--- config.mk ---
export PLATFORM = sky130hd
export DESIGN_NAME = fpc_unit
export DESIGN_NICKNAME = d
export VERILOG_FILES = /design/src/hdl/fpc_unit.v /design/src/hdl/fpc_compare_core.v
export VERILOG_INCLUDE_DIRS = /design/src /design/src/inc
export SDC_FILE = /design/constraint.sdc
export NUM_CORES = 1
export LEC_CHECK = 0
export BUFFER_PORTS_ARGS = -buffer_cell sky130_fd_sc_hd__buf_2
export CELL_PAD_IN_SITES_DETAIL_PLACEMENT = 0
export CELL_PAD_IN_SITES_GLOBAL_PLACEMENT = 1
export CORE_ASPECT_RATIO = 0.8
export CORE_MARGIN = 2
export CORE_UTILIZATION = 40
export DETAILED_ROUTE_END_ITERATION = 6
export GPL_TIMING_DRIVEN = 0
export PLACE_DENSITY = 0.8
export SLEW_MARGIN = 20
export SYNTH_ARGS = -nofsm -noshare
export SYNTH_HDL_FRONTEND = slang
export SYNTH_SLANG_ARGS = --single-unit
--- constraint.sdc ---
create_clock -name aclk -period 3.5 [get_ports aclk]
set_input_delay 0.175 -clock aclk [delete_from_list [all_inputs] [get_ports aclk]]
set_output_delay 0.175 -clock aclk [all_outputs]
set_load 0.02 [all_outputs]
--- src/inc/fpc_defs.vh ---
// Constants for the fixed-point compare unit: opcodes, field positions, register map.
// Assumes instruction bits are numbered 0 (msb) to 31 (lsb) as in the architecture.
`ifndef FPC_DEFS_VH
`define FPC_DEFS_VH

// Instruction fields, little-endian bit index = 31 - documented bit
`define FPC_PRIMARY_HI 31
`define FPC_PRIMARY_LO 26
`define FPC_FIELD_HI 25
`define FPC_FIELD_LO 23
`define FPC_SIZE_BIT 21
`define FPC_SRC1_HI 20
`define FPC_SRC1_LO 16
`define FPC_SRC2_HI 15
`define FPC_SRC2_LO 11
`define FPC_EXT_HI 10
`define FPC_EXT_LO 1
`define FPC_IMM_HI 15
`define FPC_IMM_LO 0

`define FPC_OP_REG 6'h1f
`define FPC_OP_IMM 6'h0b
`define FPC_EXT_SIGNED 10'h000
`define FPC_EXT_UNSIGNED 10'h020

// Condition field layout, little-endian within the 4-bit nibble
`define FPC_BIT_LESS 3
`define FPC_BIT_GREATER 2
`define FPC_BIT_SAME 1
`define FPC_BIT_SO 0

// AXI4-Lite register map (byte addresses)
`define FPC_REG_CTRL 12'h000
`define FPC_REG_INSTR 12'h004
`define FPC_REG_SRC1 12'h008
`define FPC_REG_SRC2 12'h00c
`define FPC_REG_XER 12'h010
`define FPC_REG_CR 12'h014
`define FPC_REG_STATUS 12'h018

`define FPC_CR_RESET 32'h00000000
`define FPC_XER_RESET 32'h00000000
`define FPC_XER_SO_BIT 31

`define FPC_RESP_OKAY 2'h0
`define FPC_RESP_SLVERR 2'h2

`endif

--- src/hdl/fpc_unit.v ---
// Fixed-point compare unit with an AXI4-Lite register front end.
// Assumes one clock, synchronous active-low reset, one master.
`include "fpc_defs.vh"

module fpc_unit #(
  parameter WIDTH = 32
) (
  // Clock and reset
  input wire aclk,
  input wire aresetn,
  // Write address
  input wire [11:0] s_axi_awaddr,
  input wire [2:0] s_axi_awprot,
  input wire s_axi_awvalid,
  output wire s_axi_awready,
  // Write data
  input wire [31:0] s_axi_wdata,
  input wire [3:0] s_axi_wstrb,
  input wire s_axi_wvalid,
  output wire s_axi_wready,
  // Write response
  output reg [1:0] s_axi_bresp,
  output reg s_axi_bvalid,
  input wire s_axi_bready,
  // Read address
  input wire [11:0] s_axi_araddr,
  input wire [2:0] s_axi_arprot,
  input wire s_axi_arvalid,
  output wire s_axi_arready,
  // Read data
  output reg [31:0] s_axi_rdata,
  output reg [1:0] s_axi_rresp,
  output reg s_axi_rvalid,
  input wire s_axi_rready,
  // Condition register view for dependent readers
  output wire [31:0] cond_reg
);

  ////////////////////////////////////////////////////////////////////////////
  // Architectural state

  reg [31:0] instr_q;
  reg [WIDTH-1:0] src1_q;
  reg [WIDTH-1:0] src2_q;
  reg [31:0] xer_q;
  reg [31:0] cr_q;
  reg illegal_q;
  reg [7:0] count_q;

  wire is_compare;
  wire [2:0] field_sel;
  wire [3:0] result_field;

  fpc_compare_core #(
    .WIDTH(WIDTH)
  ) u_core (
    .instr(instr_q),
    .src1(src1_q),
    .src2(src2_q),
    .summary_overflow(xer_q[`FPC_XER_SO_BIT]),
    .is_compare(is_compare),
    .target_field_selector(field_sel),
    .result_field(result_field)
  );

  assign cond_reg = cr_q;

  ////////////////////////////////////////////////////////////////////////////
  // Write channel: address and data taken together once both present

  reg aw_held_q;
  reg [11:0] aw_addr_q;
  reg w_held_q;
  reg [31:0] w_data_q;
  reg [3:0] w_strb_q;

  assign s_axi_awready = !aw_held_q && !s_axi_bvalid;
  assign s_axi_wready = !w_held_q && !s_axi_bvalid;

  wire aw_fire = s_axi_awvalid && s_axi_awready;
  wire w_fire = s_axi_wvalid && s_axi_wready;
  wire aw_have = aw_held_q || aw_fire;
  wire w_have = w_held_q || w_fire;
  wire [11:0] wr_addr = aw_held_q ? aw_addr_q : s_axi_awaddr;
  wire [31:0] wr_data = w_held_q ? w_data_q : s_axi_wdata;
  wire [3:0] wr_strb = w_held_q ? w_strb_q : s_axi_wstrb;
  wire wr_go = aw_have && w_have && !s_axi_bvalid;

  wire [31:0] wmask = {{8{wr_strb[3]}}, {8{wr_strb[2]}}, {8{wr_strb[1]}}, {8{wr_strb[0]}}};

  function [31:0] merge;
    input [31:0] old;
    input [31:0] val;
    input [31:0] msk;
    begin
      merge = (old & ~msk) | (val & msk);
    end
  endfunction

  wire wr_map = (wr_addr == `FPC_REG_CTRL) || (wr_addr == `FPC_REG_INSTR) ||
                (wr_addr == `FPC_REG_SRC1) || (wr_addr == `FPC_REG_SRC2) ||
                (wr_addr == `FPC_REG_XER) || (wr_addr == `FPC_REG_CR);
  // Writing bit 0 of the control word launches the compare held in the instruction register
  wire exec_go = wr_go && (wr_addr == `FPC_REG_CTRL) && wr_strb[0] && wr_data[0];

  ////////////////////////////////////////////////////////////////////////////
  // Condition register update: a compare moves only the selected nibble

  // One decoded select per field keeps a compare away from every other nibble
  wire [7:0] field_hit = 8'h01 << field_sel;
  wire [31:0] cr_wr = merge(cr_q, wr_data, wmask);
  wire [31:0] cr_d;

  genvar g;
  generate
    for (g = 0; g < 8; g = g + 1) begin : g_field
      // Field n sits at bits 31-4n..28-4n, so field 0 is the top nibble
      assign cr_d[31-4*g -: 4] = (exec_go && is_compare && field_hit[g]) ? result_field :
                                 (wr_go && (wr_addr == `FPC_REG_CR)) ? cr_wr[31-4*g -: 4] : cr_q[31-4*g -: 4];
    end
  endgenerate

  always @(posedge aclk) begin
    if (!aresetn) begin
      aw_held_q <= 1'b0;
      aw_addr_q <= 12'h000;
      w_held_q <= 1'b0;
      w_data_q <= 32'h00000000;
      w_strb_q <= 4'h0;
      s_axi_bvalid <= 1'b0;
      s_axi_bresp <= `FPC_RESP_OKAY;
      instr_q <= 32'h00000000;
      src1_q <= {WIDTH{1'b0}};
      src2_q <= {WIDTH{1'b0}};
      xer_q <= `FPC_XER_RESET;
      cr_q <= `FPC_CR_RESET;
      illegal_q <= 1'b0;
      count_q <= 8'h00;
    end else begin
      if (s_axi_bvalid && s_axi_bready) begin
        s_axi_bvalid <= 1'b0;
      end
      if (wr_go) begin
        aw_held_q <= 1'b0;
        w_held_q <= 1'b0;
        s_axi_bvalid <= 1'b1;
        s_axi_bresp <= wr_map ? `FPC_RESP_OKAY : `FPC_RESP_SLVERR;
      end else begin
        if (aw_fire) begin
          aw_held_q <= 1'b1;
          aw_addr_q <= s_axi_awaddr;
        end
        if (w_fire) begin
          w_held_q <= 1'b1;
          w_data_q <= s_axi_wdata;
          w_strb_q <= s_axi_wstrb;
        end
      end
      if (wr_go && (wr_addr == `FPC_REG_INSTR)) begin
        instr_q <= merge(instr_q, wr_data, wmask);
      end
      if (wr_go && (wr_addr == `FPC_REG_SRC1)) begin
        src1_q <= merge(src1_q, wr_data, wmask);
      end
      if (wr_go && (wr_addr == `FPC_REG_SRC2)) begin
        src2_q <= merge(src2_q, wr_data, wmask);
      end
      // Compares only read this register; software alone writes it
      if (wr_go && (wr_addr == `FPC_REG_XER)) begin
        xer_q <= merge(xer_q, wr_data, wmask);
      end
      cr_q <= cr_d;
      if (exec_go) begin
        illegal_q <= !is_compare;
        if (is_compare) begin
          count_q <= count_q + 8'h01;
        end
      end
    end
  end

  ////////////////////////////////////////////////////////////////////////////
  // Read channel: one cycle from address to data

  assign s_axi_arready = !s_axi_rvalid;

  always @(posedge aclk) begin
    if (!aresetn) begin
      s_axi_rvalid <= 1'b0;
      s_axi_rdata <= 32'h00000000;
      s_axi_rresp <= `FPC_RESP_OKAY;
    end else begin
      if (s_axi_rvalid && s_axi_rready) begin
        s_axi_rvalid <= 1'b0;
      end
      if (s_axi_arvalid && s_axi_arready) begin
        s_axi_rvalid <= 1'b1;
        s_axi_rresp <= `FPC_RESP_OKAY;
        case (s_axi_araddr)
          `FPC_REG_CTRL: s_axi_rdata <= 32'h00000000;
          `FPC_REG_INSTR: s_axi_rdata <= instr_q;
          `FPC_REG_SRC1: s_axi_rdata <= src1_q;
          `FPC_REG_SRC2: s_axi_rdata <= src2_q;
          `FPC_REG_XER: s_axi_rdata <= xer_q;
          `FPC_REG_CR: s_axi_rdata <= cr_q;
          `FPC_REG_STATUS: s_axi_rdata <= {23'h000000, illegal_q, count_q};
          default: begin
            s_axi_rdata <= 32'h00000000;
            s_axi_rresp <= `FPC_RESP_SLVERR;
          end
        endcase
      end
    end
  end

endmodule

--- src/hdl/fpc_compare_core.v ---
// Combinational decode and compare for one instruction word.
// Assumes operands are already read from the register file.
`include "fpc_defs.vh"

module fpc_compare_core #(
  parameter WIDTH = 32
) (
  // Instruction and operands
  input wire [31:0] instr,
  input wire [WIDTH-1:0] src1,
  input wire [WIDTH-1:0] src2,
  input wire summary_overflow,
  // Result
  output reg is_compare,
  output reg [2:0] target_field_selector,
  output reg [3:0] result_field
);

  reg [5:0] primary;
  reg [9:0] ext;
  reg is_reg;
  reg is_unsigned;
  reg [WIDTH-1:0] rhs;
  reg less_flag;
  reg greater_flag;
  reg same_flag;

  always @* begin
    primary = instr[`FPC_PRIMARY_HI:`FPC_PRIMARY_LO];
    ext = instr[`FPC_EXT_HI:`FPC_EXT_LO];
    // Bit 9 is never looked at; bit 31 only as the low bit of the immediate
    is_reg = (primary == `FPC_OP_REG) && ((ext == `FPC_EXT_SIGNED) || (ext == `FPC_EXT_UNSIGNED));
    is_unsigned = is_reg && (ext == `FPC_EXT_UNSIGNED);
    is_compare = is_reg || (primary == `FPC_OP_IMM);
    target_field_selector = instr[`FPC_FIELD_HI:`FPC_FIELD_LO];
    if (is_reg) begin
      rhs = src2;
    end else begin
      rhs = {{(WIDTH-16){instr[`FPC_IMM_HI]}}, instr[`FPC_IMM_HI:`FPC_IMM_LO]};
    end
    if (is_unsigned) begin
      less_flag = src1 < rhs;
      greater_flag = src1 > rhs;
    end else begin
      less_flag = $signed(src1) < $signed(rhs);
      greater_flag = $signed(src1) > $signed(rhs);
    end
    same_flag = src1 == rhs;
    result_field = {less_flag, greater_flag, same_flag, summary_overflow};
  end

endmodule

# Word-level counts from Yosys, hierarchy flattened
# Cells that the tools add are included.
# classes
n_lt_le_gt_ge,4
n_bitwise,14
shifts,1
reduce_logical,60
n_mux,29
eq_ne,15
addsub,1
# op_table
operator,count
32-bit AND,6
32-bit case mux with 6 select lines,1
32-bit OR,5
4-bit two-way mux,17
32-bit greater-than comparator,2
32-bit less-than comparator,2
32-bit two-way mux,2
12-bit by 5-bit equality test with 1-bit output (second input constant),5
12-bit by 4-bit equality test with 1-bit output (second input constant),4
32-bit equality test,1
32-bit inverter,1
1-bit logical AND,28
12-bit by 3-bit equality test with 1-bit output (second input constant),2
12-bit logical NOT,2
2-bit nonzero test,10
12-bit two-way mux,1
10-bit by 6-bit equality test with 1-bit output (second input constant),1
10-bit logical NOT,1
1-bit logical OR,9
8-bit by 1-bit adder with 8-bit output (second input constant),1
1-bit by 3-bit left shift with 8-bit output (first input constant),1
7-bit OR reduction,1
6-bit by 4-bit equality test with 1-bit output (second input constant),1
6-bit by 5-bit equality test with 1-bit output (second input constant),1
6 further kinds,19
# word_totals
register_bits,257
output_inout_bits,73
input_bits,73
wordCells,148

# Depth between registers and ports, before layout
# logic_depth
ltp_word,12
depth_mapped,15
depth_no_buf,12

# Cells and area by module
# Synthesis repeated with hierarchy kept, for this count alone.
# unflattened
cells_unflattened,1308
hier_area_um2,12702.2
# by_module_without_submodules
module,n_inst,area_each_um2,cells_each,seq_area_each_um2
fpc_unit,1,11582.4,1166,5104.9
fpc_compare_core,1,1119.8,142,0.0

# Worst setup path before layout
# No wires, ideal clock.
# synth_path
kind,reg-to-reg
start,register with a tool-made name
end,register with a tool-made name
stages_incl_launch_ff,14
required_ps,3355
synth_period_minus_slack_ps,3588
t_arrival_ps,3443
n_path_buf,2
setup_time_ps,145
setup_slack_ps,-88
cell_sequence,dfxtp_1 > nor4bb_1 > and4_1 > buf_2 > buf_1 > mux2i_1 > ha_1 > nand4_1 > or3_1 > a21oi_1 > or4b_2 > a21oi_1 > mux2i_1 > o22ai_1

==> results.md <==
- Routed via count: roughly 12000
- Clk slew on worst S/H paths: approximately 70 ps
- Cell types occupying the most area after synthesis: dfxtp_1, mux2i_1, nor2_1
- Sw frac: 0.257
- Portion of the post-synthesis area used by sequential elements: 0.433
- CTS tree: built
- Uppermost routed layer: met5
- Shortest period the worst path allows: ~3500 ps
- Fraction of registers with async set/reset: 0
- Setup WS pre-CTS: -1270 ps
- Peak Freq: around 0.28 GHz
- Post-synthesis cell type with the largest combined area: dfxtp_1
- Final-stage net count: ~1700
- Via count of the first global-routing pass: between 10000 and 15000
- Sum of negative setup slack: -299 ps
- Final instance area: approximately 15000 sq um
- Hold_sp: s_axi_awaddr[4]
- Cell with the most instances after synthesis: dfxtp_1
- Least setup slack across all paths after layout: -34.8 ps
- Worst hold slack across all endpoints: 37.9 ps
- Total internal power: just under 5 mW
- Result of the run: complete, but fails checks
- Number of max-cap violations: 0
- Ports placed on the boundary: 146
- Metal3 WL: between 4000 and 5000 microns
- Worst Max-Slew Pin Slew: about 1100 ps
- Die width: 196 microns
- Minimum setup slack among reg-to-reg paths: -30 ps
- Port buffer count: roughly 140
- Filler cells: approximately 2800
- Maximum fanout along the worst path: 7
- Final Core Density: 0.508
- Post-Route M1 WL: just over 20000 microns
- Power per cell area: ~440 nW/um^2
- Share of total power in the clock network: 0.442
- Antenna Nets Post-Route: 0
- Residual DRC: 4
- Count of final setup violators: 14
- Post-synthesis instance area: between 10000 and 15000 sq um
- Hold violation total from the final report: 0
- Part of the power in registers: 0.455
- Class of the tightest hold or removal check: input pin to flop
- Required time worst endpoint: between 3000 and 4000 ps
- Fraction of synthesized cell area taken by the top area cell type: 0.433
- Routability congestion estimate: 0.952
- Routed wire length on met2: about 19000 microns
- Drt via density: 5.93
- Worst Skew: around 11 ps
- Number of optimization iterations in the first detailed-route pass: 7
- Violated checks: DRC, setup timing
- Maximum count of clock buffers along a single path: 3
- Violation count after the first detailed-route iteration: 1311
- TritonCTS Buffers: 26
- Cells along the critical path: and4b_2, and4_1, buf_6, nor2b_1, buf_4, a21oi_1, ha_1, nand4_1, or3_4, a21oi_2, or4b_4, a21oi_4, mux2i_4, buf_12, o22ai_1
- Final slew viol count: 0
- PnR Total Power: 6.53 mW
- Crit path launch type: flop
- Clock latency reported for the late side of the worst-skew pair: 540 ps
- Clock Sinks: ~260
- Synthesis-stage register bit count: between 200 and 300
- Overall die height: 158 microns
- List of most frequent post-synthesis cells: dfxtp_1, nor2_1, nand2_1
- CTS HTree Levels: 1
- Area occupied by registers: a little over 5000 sq um
- Global-route wire length before repair: 68200 microns
- Normalized max-slew margin: 0.268
- Relative contribution of combinational cells to total power: 0.103
- Cell Count, Final, Fillers Out: 1982
- DP HPWL: between 30000 and 40000 microns
- CP endpoint kind: flop
- Leakage Power: between 5 and 6 nW
- Antenna Diode Count: 0
- Kind of critical path: flop to flop
- Number of cells on the worst reg-to-reg path: 15
- CTS root buf: clkbuf_16
- Destination of the worst hold path: aw_addr_q[4]
- Multi-input logic area: approximately 6500 sq um
- Initial Util: 0.405
- Critical Path Max Stage Delay: 520 ps
- Post-DR wirelength/cell: about 23 microns
- Total global-route track usage: 0.293
- Total length of routed wires: around 46000 microns
- Core area: 29100 sq um
- Cell count of the worst hold path: 5
- Total congestion overflow after global routing: 0
- Pin count of the biggest net entering global routing: 14
- Share of layout cells above drive strength 1: 0.191
- Period utilisation layout: 1.01
- Number of enable-type register cells in the synthesized netlist: 0
- Number of warnings issued by yosys: 0
- Cell area after placement: between 10000 and 15000 sq um
- Synthesized area per cell: roughly 8.7 sq um
- P_sw: about 1.7 mW
- CP arrival: roughly 4000 ps
- Slowest stage cell, crit path: or4b_4
- Total Die Area: a little over 30000 sq um
- Cell count after placement: 1868
- Distinct cell type count after synthesis: 58
- Site Rows: 56
- Synthesized instance count: approximately 1400
- Unrepaired setup endpoints after global routing: true
- Area delta synth->final: 25.6%
- Largest voltage drop on the vdd net: around 0.32 mV
- Most used flip-flop cell after synthesis: dfxtp_1
- Number of antenna violations at the first check in global routing: 0
==> power by group through the flow <==
stage	Combinational [mW]	Clock, mW	Sequential, mW
3_5_place_dp	0.587	0	3.04
3_3_place_gp	0.584	0	3.04
2_1_floorplan	0.330	0	3.05
6_report	0.671	2.88	2.97
4_1_cts	0.653	2.90	2.97
5_1_grt	0.713	3.01	2.98
==> layer usage <==
layer / vias to the layer above / GRT usage
met5: - / 0
met4: 2 / 0.101
met3: 97 / 0.0731
met2: 612 / 0.442
met1: 5596 / 0.409
li1: 5445 / -
==> critical path, delay by kind of cell (launching register included) <==
family	cells	cell delay, ps
DFF	1	350
buffers and inverters	3	470
and+or+nand+nor	6	1490
AOI/OAI and AO/OA	4	500
adders and majority gates	1	270
muxes	1	320
==> cells by family (layout without fill, tap and decap cells) <==
logic type	count (synthesis)	after routing	synth area share
multiplexers	122	122	0.107
XOR/XNOR	4	4	0.00297
buffers and inverters	104	354	0.0358
flip-flops	255	255	0.433
adder cells (fa/ha/maj)	33	33	0.0350
AND/OR/NAND/NOR	449	449	0.168
other	1	2	0.000318
AO/OA/AOI/OAI	386	386	0.219
==> final cells by class <==
type,instances,area share
clock buffers,41,0.0552
flip-flops and latches,255,0.345
clock inverters,6,0.00388
well taps,377,0.0318
multi-input cells,996,0.440
inverters,11,0.00279
plain buffers,93,0.0291
repair buffers,203,0.0916
==> layout by cell type (no fill, tap or decap), drive strengths merged, types with 28 or more instances in the layout <==
master and instances:
a211oi 74, o21ai 31, dlygate4sd3 52, a22oi 32
a21oi 137, dfxtp 255, nor2 193, mux2i 87
o22ai 28, nand2 145, buf 180, ha 33
clkbuf 105, mux2 35
==> timing repair <==
action	CTS	global route
pin swaps	7	14
hold buffers	52	0
endpoints found under the setup margin	24	31
resized for setup	33	42
hold endpoints to repair	51	0
setup buffers	10	5
==> worst max-delay path by stage <==
stage / start / to / slack, ps
after global routing: flop / flop / -160
after global placement: flop / flop / -1240
after floorplan: flop / flop / 50
after detailed placement: flop / flop / -1270
after CTS: flop / flop / 8
final: flop / flop / -30
Note: power is estimated with default switching activity, not from simulation.
